<file path="src/design/mis_pkg.sv">
// constants, types and bus map of the instruction execution unit
// Operation
// - power-down stops execution, gates clock, keeps data, clears timeout, sets power-down flag.
// - entering power-down clears the watchdog counter and its prescaler.
// - increment adds one to memory byte, into memory or accumulator; only zero flag.
// - jump loads program counter from address field and takes two cycles.
// - moves copy memory, immediate or accumulator; no flag changes; no-op changes nothing.
// - or combines accumulator with memory or immediate; result to accumulator or memory; zero only.
// - return pops program counter; immediate variant also loads accumulator; flags untouched.
// - return-from-interrupt with no interrupt pending pops program counter and sets global interrupt enable.
// - a pending interrupt at return-from-interrupt is serviced before the main program resumes.
// - rotate left moves bit 7 into bit 0; result to memory or accumulator; no flags.
// - rotate left through carry: old carry to bit 0, old bit 7 to carry.
// - rotate right moves bit 0 into bit 7; result to memory or accumulator; no flags.
// - rotate right through carry: old carry to bit 7, old bit 0 to carry.
// - subtract with carry: acc minus byte minus inverted carry; sets overflow, zero, aux carry, carry.
// - memory form of subtract with carry writes the difference to the memory byte.
// - after subtraction carry is 0 for negative result, 1 for zero or positive.
// - decrement-and-skip writes byte minus one back, skips next when zero; no flags.
// - accumulator form of decrement-and-skip leaves memory alone, skips when accumulator is zero.
// - a taken skip costs two cycles through a dummy cycle; otherwise execution continues.
// - set-memory writes all ones into the byte; flags untouched.
package mis_pkg;
    localparam int ADDR_W = 8;
    localparam int PC_W = 11;
    localparam int MEM_AW = 7;
    localparam int MEM_D = 128;
    localparam int STACK_D = 4;
    // register byte offsets
    localparam logic [7:0] REG_CMD = 8'h00;
    localparam logic [7:0] REG_ACC = 8'h04;
    localparam logic [7:0] REG_STATUS = 8'h08;
    localparam logic [7:0] REG_PC = 8'h0c;
    localparam logic [7:0] REG_MADDR = 8'h10;
    localparam logic [7:0] REG_MDATA = 8'h14;
    localparam logic [7:0] REG_WATCHDOG = 8'h18;
    localparam logic [7:0] REG_PUSH = 8'h1c;
    // command word fields
    localparam int CMD_OP_LSB = 0;
    localparam int CMD_M_LSB = 8;
    localparam int CMD_ARG_LSB = 16;
    // status word fields (flags sit in bits 6:0)
    localparam int ST_BUSY_BIT = 8;
    localparam int ST_HALT_BIT = 9;
    // reset values and fixed addresses
    localparam logic [7:0] ACC_RST = 8'h00;
    localparam logic [PC_W-1:0] PC_RST = 11'h000;
    localparam logic [PC_W-1:0] INT_VECTOR = 11'h004;
    localparam logic [PC_W-1:0] PC_STEP = 11'h001;
    localparam logic [PC_W-1:0] PC_SKIP = 11'h002;
    localparam logic [7:0] WATCHDOG_RST = 8'h00;
    localparam logic [7:0] PRESC_LAST = 8'hff;
    // axi responses
    localparam logic [1:0] RESP_OKAY = 2'b00;
    localparam logic [1:0] RESP_SLVERR = 2'b10;
    localparam logic [1:0] RESP_DECERR = 2'b11;

    typedef enum logic [5:0] {
        OP_NOP = 6'h00, OP_INC = 6'h01, OP_INCA = 6'h02, OP_JMP = 6'h03,
        OP_MOVAM = 6'h04, OP_MOVAX = 6'h05, OP_MOVMA = 6'h06, OP_ORAM = 6'h07,
        OP_ORAX = 6'h08, OP_ORM = 6'h09, OP_RET = 6'h0a, OP_RETAX = 6'h0b,
        OP_RETI = 6'h0c, OP_RL = 6'h0d, OP_RLA = 6'h0e, OP_RLC = 6'h0f,
        OP_RLCA = 6'h10, OP_RR = 6'h11, OP_RRA = 6'h12, OP_RRC = 6'h13,
        OP_RRCA = 6'h14, OP_SBC = 6'h15, OP_SBCM = 6'h16, OP_SDZ = 6'h17,
        OP_SDZA = 6'h18, OP_SET = 6'h19, OP_HALT = 6'h1a
    } mis_op_t;

    typedef enum logic [1:0] {
        ST_RUN = 2'b00,
        ST_DUMMY = 2'b01,
        ST_HALT = 2'b10
    } mis_state_t;

    typedef struct packed {
        logic global_interrupt_enable;
        logic watchdog_timeout_flag;
        logic power_down_flag;
        logic overflow_flag;
        logic z;
        logic aux_carry_flag;
        logic c;
    } mis_flags_t;

    localparam mis_flags_t FLAGS_RST = 7'h00;
endpackage

</file>
<file path="src/design/mis_exec_unit.sv">
// instruction execution unit with axi4-lite register access
`timescale 1ns/1ps
module mis_exec_unit (
    // clock, reset, enable
    input wire logic clk,
    input wire logic rst,
    input wire logic ce,
    // axi4-lite write channels
    input wire logic s_axi_awvalid,
    output logic s_axi_awready,
    input wire logic [mis_pkg::ADDR_W-1:0] s_axi_awaddr,
    input wire logic [2:0] s_axi_awprot,
    input wire logic s_axi_wvalid,
    output logic s_axi_wready,
    input wire logic [31:0] s_axi_wdata,
    input wire logic [3:0] s_axi_wstrb,
    output logic s_axi_bvalid,
    input wire logic s_axi_bready,
    output logic [1:0] s_axi_bresp,
    // axi4-lite read channels
    input wire logic s_axi_arvalid,
    output logic s_axi_arready,
    input wire logic [mis_pkg::ADDR_W-1:0] s_axi_araddr,
    input wire logic [2:0] s_axi_arprot,
    output logic s_axi_rvalid,
    input wire logic s_axi_rready,
    output logic [31:0] s_axi_rdata,
    output logic [1:0] s_axi_rresp,
    // core events
    input wire logic irq_pending,
    input wire logic wake_pin,
    output logic sys_clk_off
);
    import mis_pkg::*;

    logic aw_full;
    logic w_full;
    logic [ADDR_W-1:0] wr_addr;
    logic [31:0] wr_data;
    logic [3:0] wr_strb;
    logic wr_commit;
    logic [31:0] wr_word;
    logic [7:0] acc;
    mis_flags_t flags;
    logic [PC_W-1:0] pc;
    logic [PC_W-1:0] stack [0:STACK_D-1];
    logic [1:0] sp;
    logic [7:0] dmem [0:MEM_D-1];
    logic [MEM_AW-1:0] mem_ptr;
    mis_state_t state;
    logic [7:0] presc;
    logic [7:0] watchdog_counter;
    logic wake_meta;
    logic wake_s;
    mis_op_t ex_op;
    logic [MEM_AW-1:0] ex_m;
    logic [PC_W-1:0] ex_arg;
    logic [7:0] rd;
    logic [7:0] inc;
    logic [7:0] dec;
    logic [8:0] sub;
    logic [4:0] sub_lo;
    logic can_exec;
    logic go;
    logic [7:0] next_acc;
    mis_flags_t next_flags;
    logic next_mwe;
    logic [7:0] next_mdat;
    logic [PC_W-1:0] next_pc;
    logic next_two;
    logic next_pop;
    logic next_halt;

    // merge write data into a word by byte strobes
    function automatic logic [31:0] wmerge(input logic [31:0] old, input logic [31:0] nw, input logic [3:0] st);
        logic [31:0] r;
        r = old;
        for (int i = 0; i < 4; i++) begin
            if (st[i]) begin
                r[i*8 +: 8] = nw[i*8 +: 8];
            end
        end
        return r;
    endfunction

    // true when a byte result is zero
    function automatic logic is_zero(input logic [7:0] b);
        return b == 8'h00;
    endfunction

    // true when an offset names a register
    function automatic logic mapped(input logic [ADDR_W-1:0] a);
        return a == REG_CMD || a == REG_ACC || a == REG_STATUS || a == REG_PC ||
               a == REG_MADDR || a == REG_MDATA || a == REG_WATCHDOG || a == REG_PUSH;
    endfunction

    // write channel holding stages
    assign s_axi_awready = !aw_full;
    assign s_axi_wready = !w_full;
    assign wr_commit = aw_full && w_full && !s_axi_bvalid;
    assign wr_word = wmerge(32'h0000_0000, wr_data, wr_strb);

    always_ff @(posedge clk) begin
        if (rst) begin
            aw_full <= 1'b0;
            wr_addr <= '0;
        end else if (ce) begin
            if (s_axi_awvalid && !aw_full) begin
                aw_full <= 1'b1;
                wr_addr <= s_axi_awaddr;
            end else if (wr_commit) begin
                aw_full <= 1'b0;
            end
        end
    end

    always_ff @(posedge clk) begin
        if (rst) begin
            w_full <= 1'b0;
            wr_data <= 32'h0000_0000;
            wr_strb <= 4'h0;
        end else if (ce) begin
            if (s_axi_wvalid && !w_full) begin
                w_full <= 1'b1;
                wr_data <= s_axi_wdata;
                wr_strb <= s_axi_wstrb;
            end else if (wr_commit) begin
                w_full <= 1'b0;
            end
        end
    end

    // write response: refused commands report slverr, holes decerr
    always_ff @(posedge clk) begin
        if (rst) begin
            s_axi_bvalid <= 1'b0;
            s_axi_bresp <= RESP_OKAY;
        end else if (ce) begin
            if (wr_commit) begin
                s_axi_bvalid <= 1'b1;
                if (!mapped(wr_addr)) begin
                    s_axi_bresp <= RESP_DECERR;
                end else if (wr_addr == REG_CMD && !can_exec) begin
                    s_axi_bresp <= RESP_SLVERR;
                end else begin
                    s_axi_bresp <= RESP_OKAY;
                end
            end else if (s_axi_bready) begin
                s_axi_bvalid <= 1'b0;
            end
        end
    end

    // read channel, one cycle answer
    assign s_axi_arready = !s_axi_rvalid;

    always_ff @(posedge clk) begin
        if (rst) begin
            s_axi_rvalid <= 1'b0;
            s_axi_rdata <= 32'h0000_0000;
            s_axi_rresp <= RESP_OKAY;
        end else if (ce) begin
            if (s_axi_arvalid && !s_axi_rvalid) begin
                s_axi_rvalid <= 1'b1;
                s_axi_rresp <= mapped(s_axi_araddr) ? RESP_OKAY : RESP_DECERR;
                case (s_axi_araddr)
                    REG_ACC: s_axi_rdata <= {24'h000000, acc};
                    REG_STATUS: s_axi_rdata <= {22'h000000, state == ST_HALT, state == ST_DUMMY, 1'b0, flags};
                    REG_PC: s_axi_rdata <= {21'h000000, pc};
                    REG_MADDR: s_axi_rdata <= {25'h0000000, mem_ptr};
                    REG_MDATA: s_axi_rdata <= {24'h000000, dmem[mem_ptr]};
                    REG_WATCHDOG: s_axi_rdata <= {16'h0000, watchdog_counter, presc};
                    default: s_axi_rdata <= 32'h0000_0000;
                endcase
            end else if (s_axi_rready) begin
                s_axi_rvalid <= 1'b0;
            end
        end
    end

    // command decode and operand fetch
    assign ex_op = mis_op_t'(wr_data[CMD_OP_LSB +: 6]);
    assign ex_m = wr_data[CMD_M_LSB +: MEM_AW];
    assign ex_arg = wr_data[CMD_ARG_LSB +: PC_W];
    assign rd = dmem[ex_m];
    assign inc = rd + 8'h01;
    assign dec = rd - 8'h01;
    assign sub = {1'b0, acc} + {1'b0, ~rd} + {8'h00, flags.c};
    assign sub_lo = {1'b0, acc[3:0]} + {1'b0, ~rd[3:0]} + {4'h0, flags.c};
    assign can_exec = state == ST_RUN;
    assign go = ce && wr_commit && wr_addr == REG_CMD && can_exec;

    // execution results
    always_comb begin
        next_acc = acc;
        next_flags = flags;
        next_mwe = 1'b0;
        next_mdat = rd;
        next_pc = pc + PC_STEP;
        next_two = 1'b0;
        next_pop = 1'b0;
        next_halt = 1'b0;
        case (ex_op)
            OP_INC: begin
                next_mwe = 1'b1;
                next_mdat = inc;
                next_flags.z = is_zero(inc);
            end
            OP_INCA: begin
                next_acc = inc;
                next_flags.z = is_zero(inc);
            end
            OP_JMP: begin
                next_pc = ex_arg;
                next_two = 1'b1;
            end
            OP_MOVAM: next_acc = rd;
            OP_MOVAX: next_acc = ex_arg[7:0];
            OP_MOVMA: begin
                next_mwe = 1'b1;
                next_mdat = acc;
            end
            OP_ORAM: begin
                next_acc = acc | rd;
                next_flags.z = is_zero(acc | rd);
            end
            OP_ORAX: begin
                next_acc = acc | ex_arg[7:0];
                next_flags.z = is_zero(acc | ex_arg[7:0]);
            end
            OP_ORM: begin
                next_mwe = 1'b1;
                next_mdat = acc | rd;
                next_flags.z = is_zero(acc | rd);
            end
            OP_RET, OP_RETAX: begin
                next_pc = stack[sp - 2'd1];
                next_pop = 1'b1;
                next_two = 1'b1;
                if (ex_op == OP_RETAX) begin
                    next_acc = ex_arg[7:0];
                end
            end
            OP_RETI: begin
                next_two = 1'b1;
                if (irq_pending) begin
                    // restored address goes straight back on the stack for the handler
                    next_pc = INT_VECTOR;
                    next_flags.global_interrupt_enable = 1'b0;
                end else begin
                    next_pc = stack[sp - 2'd1];
                    next_pop = 1'b1;
                    next_flags.global_interrupt_enable = 1'b1;
                end
            end
            OP_RL: begin
                next_mwe = 1'b1;
                next_mdat = {rd[6:0], rd[7]};
            end
            OP_RLA: next_acc = {rd[6:0], rd[7]};
            OP_RLC, OP_RLCA: begin
                next_flags.c = rd[7];
                next_mdat = {rd[6:0], flags.c};
                next_mwe = ex_op == OP_RLC;
                next_acc = ex_op == OP_RLCA ? {rd[6:0], flags.c} : acc;
            end
            OP_RR: begin
                next_mwe = 1'b1;
                next_mdat = {rd[0], rd[7:1]};
            end
            OP_RRA: next_acc = {rd[0], rd[7:1]};
            OP_RRC, OP_RRCA: begin
                next_flags.c = rd[0];
                next_mdat = {flags.c, rd[7:1]};
                next_mwe = ex_op == OP_RRC;
                next_acc = ex_op == OP_RRCA ? {flags.c, rd[7:1]} : acc;
            end
            OP_SBC, OP_SBCM: begin
                next_flags.c = sub[8];
                next_flags.aux_carry_flag = sub_lo[4];
                next_flags.z = is_zero(sub[7:0]);
                next_flags.overflow_flag = (acc[7] ^ rd[7]) & (sub[7] ^ acc[7]);
                next_mdat = sub[7:0];
                next_mwe = ex_op == OP_SBCM;
                next_acc = ex_op == OP_SBC ? sub[7:0] : acc;
            end
            OP_SDZ, OP_SDZA: begin
                next_mdat = dec;
                next_mwe = ex_op == OP_SDZ;
                next_acc = ex_op == OP_SDZA ? dec : acc;
                if (is_zero(dec)) begin
                    next_pc = pc + PC_SKIP;
                    next_two = 1'b1;
                end
            end
            OP_SET: begin
                next_mwe = 1'b1;
                next_mdat = 8'hff;
            end
            OP_HALT: begin
                next_halt = 1'b1;
                next_flags.power_down_flag = 1'b1;
                next_flags.watchdog_timeout_flag = 1'b0;
            end
            default: next_pc = pc + PC_STEP; // unknown codes act as no-op
        endcase
    end

    // sequencer: run, dummy cycle, power-down
    always_ff @(posedge clk) begin
        if (rst) begin
            state <= ST_RUN;
        end else if (ce) begin
            case (state)
                ST_RUN: begin
                    if (go && next_halt) begin
                        state <= ST_HALT;
                    end else if (go && next_two) begin
                        state <= ST_DUMMY;
                    end
                end
                ST_DUMMY: state <= ST_RUN;
                ST_HALT: begin
                    if (wake_s) begin
                        state <= ST_RUN;
                    end
                end
                default: state <= ST_RUN;
            endcase
        end
    end

    assign sys_clk_off = state == ST_HALT;

    // accumulator, flags and program counter
    always_ff @(posedge clk) begin
        if (rst) begin
            acc <= ACC_RST;
            flags <= FLAGS_RST;
            pc <= PC_RST;
        end else if (ce) begin
            if (go) begin
                acc <= next_acc;
                flags <= next_flags;
                pc <= next_pc;
            end else if (wr_commit && wr_addr == REG_ACC) begin
                acc <= wr_word[7:0];
            end else if (wr_commit && wr_addr == REG_STATUS) begin
                flags <= mis_flags_t'(wr_word[6:0]);
            end else if (wr_commit && wr_addr == REG_PC) begin
                pc <= wr_word[PC_W-1:0];
            end
        end
    end

    // four-level circular return stack
    always_ff @(posedge clk) begin
        if (rst) begin
            sp <= 2'd0;
        end else if (ce) begin
            if (go && next_pop) begin
                sp <= sp - 2'd1;
            end else if (wr_commit && wr_addr == REG_PUSH) begin
                stack[sp] <= wr_word[PC_W-1:0];
                sp <= sp + 2'd1;
            end
        end
    end

    // data memory and its bus pointer
    always_ff @(posedge clk) begin
        if (ce) begin
            if (go && next_mwe) begin
                dmem[ex_m] <= next_mdat;
            end else if (wr_commit && wr_addr == REG_MDATA && wr_strb[0]) begin
                dmem[mem_ptr] <= wr_data[7:0];
            end
        end
    end

    always_ff @(posedge clk) begin
        if (rst) begin
            mem_ptr <= '0;
        end else if (ce && wr_commit && wr_addr == REG_MADDR) begin
            mem_ptr <= wr_word[MEM_AW-1:0];
        end
    end

    // watchdog prescaler and counter, frozen while powered down
    always_ff @(posedge clk) begin
        if (rst) begin
            presc <= WATCHDOG_RST;
            watchdog_counter <= WATCHDOG_RST;
        end else if (ce) begin
            if (go && next_halt) begin
                presc <= WATCHDOG_RST;
                watchdog_counter <= WATCHDOG_RST;
            end else if (state != ST_HALT) begin
                presc <= presc + 8'h01;
                if (presc == PRESC_LAST) begin
                    watchdog_counter <= watchdog_counter + 8'h01;
                end
            end
        end
    end

    // wake pin synchroniser
    always_ff @(posedge clk) begin
        if (rst) begin
            wake_meta <= 1'b0;
            wake_s <= 1'b0;
        end else if (ce) begin
            wake_meta <= wake_pin;
            wake_s <= wake_meta;
        end
    end
endmodule

</file>
<file path="config.mk">
export PLATFORM = sky130hd
export DESIGN_NAME = mis_exec_unit
export DESIGN_NICKNAME = d
export VERILOG_FILES = /design/src/design/mis_pkg.sv /design/src/design/mis_exec_unit.sv
export SDC_FILE = /design/constraint.sdc
export NUM_CORES = 2
export LEC_CHECK = 0
export BUFFER_PORTS_ARGS = -buffer_cell sky130_fd_sc_hd__buf_2
export CORE_MARGIN = 2
export CORE_UTILIZATION = 55
export CTS_CLUSTER_DIAMETER = 30
export DETAILED_ROUTE_END_ITERATION = 8
export PLACE_DENSITY_LB_ADDON = 0.1
export REMOVE_ABC_BUFFERS = 1
export SLEW_MARGIN = 30
export SYNTH_ARGS = -nofsm -noshare
export SYNTH_HDL_FRONTEND = slang
export SYNTH_SLANG_ARGS = --single-unit
</file>
<file path="constraint.sdc">
create_clock -name clk -period 26.9 [get_ports clk]
set_input_delay 2.69 -clock clk [delete_from_list [all_inputs] [get_ports clk]]
set_output_delay 2.69 -clock clk [all_outputs]
set_load 0.05 [all_outputs]
</file>
; ---- Word-level counts from Yosys, hierarchy flattened
; Memory sizes are Yosys's and may differ from the RTL's. A register that Yosys moved wholly into a read port is not among the register bits.
; Cells that the tools add are included.
[word_totals]
reg_bits = 132
ram_bits = 1068
inputBits = 68
out_inout_bits = 42
wordCells = 266
memories = 2
[classes]
addsub = 12
eq_ne = 59
n_mux = 74
bitwise = 7
n_reduce_logical = 86
[memory_table]
columns = name, depth, word_bits, read_ports, rd_clocked_by_memory_dff, wr, line_no
row1 = dmem, 128, 8, 2, 2, 1, mis_exec_unit.sv:48  ; logic [7:0] dmem [0:MEM_D-1];
row2 = stack, 4, 11, 1, 0, 1, mis_exec_unit.sv:46  ; logic [PC_W-1:0] stack [0:STACK_D-1];
[ops]
columns = op, n
row1 = 8-bit 2-to-1 mux, 14
row2 = 16-bit one-hot mux with 6 select lines, 1
row3 = 8-bit one-hot mux with 12 select lines, 1
row4 = 8-bit one-hot mux with 10 select lines, 1
row5 = 6-bit by 5-bit equality test with 1-bit output (second input constant), 11
row6 = 11-bit 2-to-1 mux, 6
row7 = 8-bit by 5-bit equality test with 1-bit output (second input constant), 8
row8 = 8-bit zero test, 7
row9 = 7-bit 2-to-1 mux, 8
row10 = 6-bit by 4-bit equality test with 1-bit output (second input constant), 8
row11 = 11-bit one-hot mux with 4 select lines, 1
row12 = 8-bit by 4-bit equality test with 1-bit output (second input constant), 4
row13 = 1-bit 2-to-1 mux, 26
row14 = 8-bit by 1-bit adder with 8-bit output (second input constant), 3
row15 = 6-bit by 3-bit equality test with 1-bit output (second input constant), 4
row16 = 4-bit AND reduction, 6
row17 = 1-bit logical AND, 20
row18 = 2-bit AND reduction, 10
row19 = 2-bit nonzero test, 10
row20 = 2-bit 2-to-1 mux, 9
row21 = 8-bit by 3-bit equality test with 1-bit output (second input constant), 2
row22 = 8-bit bitwise OR, 2
row23 = 3-bit inequality test (second input constant), 5
row24 = 1-bit logical OR, 14
row25 = 38 further kinds, 57

; ---- Longest topological paths before layout
[depth]
word_depth = 11
mapped_depth = 26
mapped_depth_nobuf = 18

; ---- Least setup slack after synthesis
; Ideal clock, no wire load.
[synth_timing]
path_kind = input port to flip-flop
startpoint = input ce
endpoint = memory dmem[0][4] (data pin)
arrival_time_ps = 9126
required_ps = 25703
path_slack_ps = 16577
path_stages = 11
cell_sequence = clkbuf_1 nand4b_1 nor2_1 nand2_1 inv_1 and3_1 clkbuf_1 clkbuf_1 clkbuf_1 clkbuf_1 o21ai_0
[synth_via]
elab_chain_cells = 9
[synth_rtl]
columns = element, line_no
row1 = "start, declared", mis_exec_unit.sv:7  ; input wire logic ce,
row2 = 1-bit logical AND (3 in series), mis_exec_unit.sv:191  ; assign go = ce && wr_commit && wr_addr == REG_CMD && can_exec;
row3 = 1-bit logical AND, mis_exec_unit.sv:373  ; if (go && next_mwe) begin
row4 = 1-bit 2-to-1 mux, mis_exec_unit.sv:373
row5 = 1-bit 2-to-1 mux (*), mis_exec_unit.sv:372  ; if (ce) begin
row6 = 1-bit 2-to-1 mux (not written as such) (*), mis_exec_unit.sv:376  ; dmem[mem_ptr] <= wr_data[7:0];
row7 = 8-bit OR reduction (no line) (*), --
row8 = 8-bit 2-to-1 mux (no line) (*), --
row9 = "end, declared", mis_exec_unit.sv:48
; Every way passes the cells marked *; elsewhere a longest branch is shown, timed or not.

==> impl_metrics.tcl <==
set metrics [dict create \
    grt_pass1_wl_mm 258 \
    netlist_area_mm2 0.0582 \
    fin_cells 5253 \
    rows 119 \
    crit_top_cell "buf_4" \
    drc 0 \
    cpPeakStageDelay_ns 0.90 \
    layout_setup_ws_ns 18.42 \
    htreeDepth 4 \
    grt_setup_unrepaired "no" \
    timing.final.crit_period_ns 8.48 \
    clock.fmax_mhz 118 \
    vias_per_cell 7.00 \
    place_area_mm2 0.0602 \
    port-buffer-count 79 \
    numClockSinks 1196 \
    seq_area_frac_synth_pct 59.5 \
    wl_mm 179 \
    ys_async_sr_fraction_pct 0 \
    finalCritPeriodShare_pct 31.5 \
    synthToLayoutAreaGrowth_pct 17.7 \
    path_delay_family "buffers and inverters" \
    wl_met1_mm 67.9 \
    synth_top_area_cell "edfxtp_1" \
    worst_pin_slew_ns 1.04 \
    maxCapViolCount 0 \
    met2WireLength_mm 85.0 \
    grt_start_max_net_pins 129 \
    crit_path_start_kind "register" \
    finClkSkew_ns 0.0423 \
    placed_cells 4796 \
    maxSlewViolCount 0 \
    worstPathMaxFanout 93 \
    die_height_um 329 \
    synth_ff_type "edfxtp_1" \
    finalHoldViolCount 0 \
    finish.utilization_pct 65.1 \
    die_x_um 329 \
    leakagePower_nw 21.2 \
    path_buf_inv 6 \
    root_buffer "clkbuf_16" \
    worstHoldStart "flags[5]" \
    dpl_worst_slack_ns 18.59 \
    avgSynthCellArea_um2 16.6 \
    cts_buffer_depth 3 \
    wl_per_cell_um 34.1 \
    worstHoldEndpoint "flags[5]" \
    synth-edff-count 1068 \
    ctsHoldBuffers 0 \
    grt_pass1_vias 36664 \
    fin_nets 3744 \
    hold_depth 2 \
    routed-wl-met3_mm 18.8 \
    top_layer_used "met5" \
    yosysTopAreaCellShare_pct 55.1 \
    place_congestion 0.909 \
    clk_pin_slew_worst_paths_ns 0.05 \
    path_cells "buf_4, buf_4, buf_4, mux4_2, a2111oi_0, a221o_1, o311ai_0, buf_4, or2_2, inv_1, ha_1, o21bai_1, a21oi_1, nor2_1, xnor2_1, a22oi_1, a211oi_1, a21o_4, buf_4" \
    max-vdd-ir-drop_v 0.0000692 \
    power_density_mw_per_mm2 78.9 \
    post_cts_resized 0 \
    finalSetupViolCount 0 \
    critPathKind "register to register" \
    ios 110 \
    cp_slowest_cell "a2111oi_0" \
    tns_ns 0 \
    first_iter_violations 5186 \
    dp_hpwl_mm 115 \
    ant_nets 0 \
    start_util_pct 55.3 \
    final_cell_area_mm2 0.0685 \
    coreArea_mm2 0.105 \
    ys_warn_count 0 \
    status "complete, no violations" \
    drtPass1Iterations 9 \
    ys_ff_latch 1196 \
    die_area_mm2 0.108 \
    cts_tree "built" \
    overflow 0 \
    crit_arrival_ns 8.96 \
    synth_cell_type_count 81 \
    postCtsSetupBuffers 0 \
    drive_above_1_share_pct 36.1 \
    r2r_setup_slack_ns 18.42 \
    track_usage_pct 33.4 \
    r2r_cells 19 \
    relSlewSlack_pct 30.3 \
    hp-class "register to register" \
    crit_path_end_kind "register" \
    vias 36767 \
    grt_antenna_before_repair 5 \
    worstReg2RegEnd "dmem[48][6]" \
    clk_latency_ns 0.83 \
    cts_buffers 239 \
    synth_cells 3510 \
    yosys-top-cells-area "edfxtp_1, mux4_2, dfxtp_1" \
    required_ns 27.39 \
]
==> cells in the mapped netlist (all sizes together) (10+ instances only) <==
master  instances
dfxtp         128
or2            26
o22ai          21
nand2b         28
mux2           23
a221oi         20
clkbuf        166
o21ai          82
xnor2          24
nand3b         10
nand4          16
a211oi         21
and3           11
mux4          623
nor2          304
inv            53
o31ai          11
buf           123
nor3           47
xor2           16
nor2b          20
o211ai         12
a21oi         106
mux2i          58
edfxtp       1068
nand2         190
or3            12
nor4           13
nand3          45
a22oi          42
and2           17
o221ai         16
ha             26
a31oi          26
nor3b          14
==> report_power, final <==
part	total, W	switching, W	internal, W
Sequential	0.00214	0.0000127	0.00212
Clock	0.00293	0.00104	0.00189
Combinational	0.000329	0.000240	0.0000890
Total	0.00540	0.00129	0.00410
==> flip-flops by register name, indices dropped and copies added, names as in the netlist, 2 cells and up, named ones only <==
signal,count
mem_ptr,7
sp,2
wr_strb,2
wr_data,26
wr_addr,8
state,2
acc,8
s_axi_rdata,16
dmem,1024
stack,44
presc,8
flags,7
watchdog_counter,8
s_axi_bresp,2
pc,11
==> cell type report <==
type / count / area, um^2
Antenna cell: 2 / 5.00
Clock buffer: 268 / 6240
Clock inverter: 185 / 1940
Fill cell: 7169 / 36700
Inverter: 55 / 206
Multi-Input combinational cell: 1985 / 22400
Sequential cell: 1196 / 34700
Tap cell: 1391 / 1740
Timing Repair Buffer: 171 / 1260
==> cell usage in the layout, fill, tap and decap left out, drive strengths merged, types with 17 or more instances in the layout <==
cell      synthesis  layout
edfxtp         1068    1068
mux4            623     623
nor2            304     304
clkbuf          166     268
nand2           190     190
buf             123     171
dfxtp           128     128
a21oi           106     106
clkinv            2      99
inv              53      86
o21ai            82      82
mux2i            58      58
nor3             47      47
nand3            45      45
a22oi            42      42
clkinvlp          0      33
nand2b           28      28
or2              26      26
a31oi            26      26
ha               26      26
xnor2            24      24
mux2             23      23
bufinv            0      22
o22ai            21      21
a211oi           21      21
a221oi           20      20
nor2b            20      20
and2             17      17
==> worst max-delay path by stage <==
stage | startpoint | end | cells after the start
2_1_floorplan | register | dmem[0][4] | 16
3_3_place_gp | register | dmem[84][3] | 17
3_5_place_dp | register | dmem[38][6] | 19
4_1_cts | register | dmem[98][6] | 19
5_1_grt | register | dmem[36][6] | 19
6_report | register | dmem[48][6] | 19
==> metrics by stage <==
step	power, W	hold slack (ns)
3_3_place_gp	0.00247	0.449
4_1_cts	0.00541	0.462
2_1_floorplan	0.00239	0.425
3_5_place_dp	0.00249	0.451
6_report	0.00540	0.467
5_1_grt	0.00553	0.487
==> worst min-delay path, cell delays in order, from the launching register on <==
cell,delay (ns)
dfxtp_1,0.31
nand2_1,0.06
a21oi_1,0.05
==> metal layers <==
layer  track usage, %  vias to the layer above
li1                 -                    14795
met1             47.1                    19161
met2             51.7                     2417
met3             6.72                      392
met4             13.6                        2
met5                0                        -
==> logic make-up (layout without fill, tap and decap cells) <==
| family | after synthesis | after routing | synth area share [%] |
|---|---|---|---|
| compound gates | 430 | 430 | 4.89 |
| xor+xnor | 40 | 40 | 0.602 |
| fa+ha+maj | 28 | 28 | 0.628 |
| buf+inv | 344 | 679 | 2.67 |
| flops | 1196 | 1196 | 59.5 |
| mux | 704 | 704 | 25.6 |
| other cells | 1 | 18 | 0.00645 |
| simple gates | 767 | 767 | 6.04 |
(Power assumes the default switching activity.)
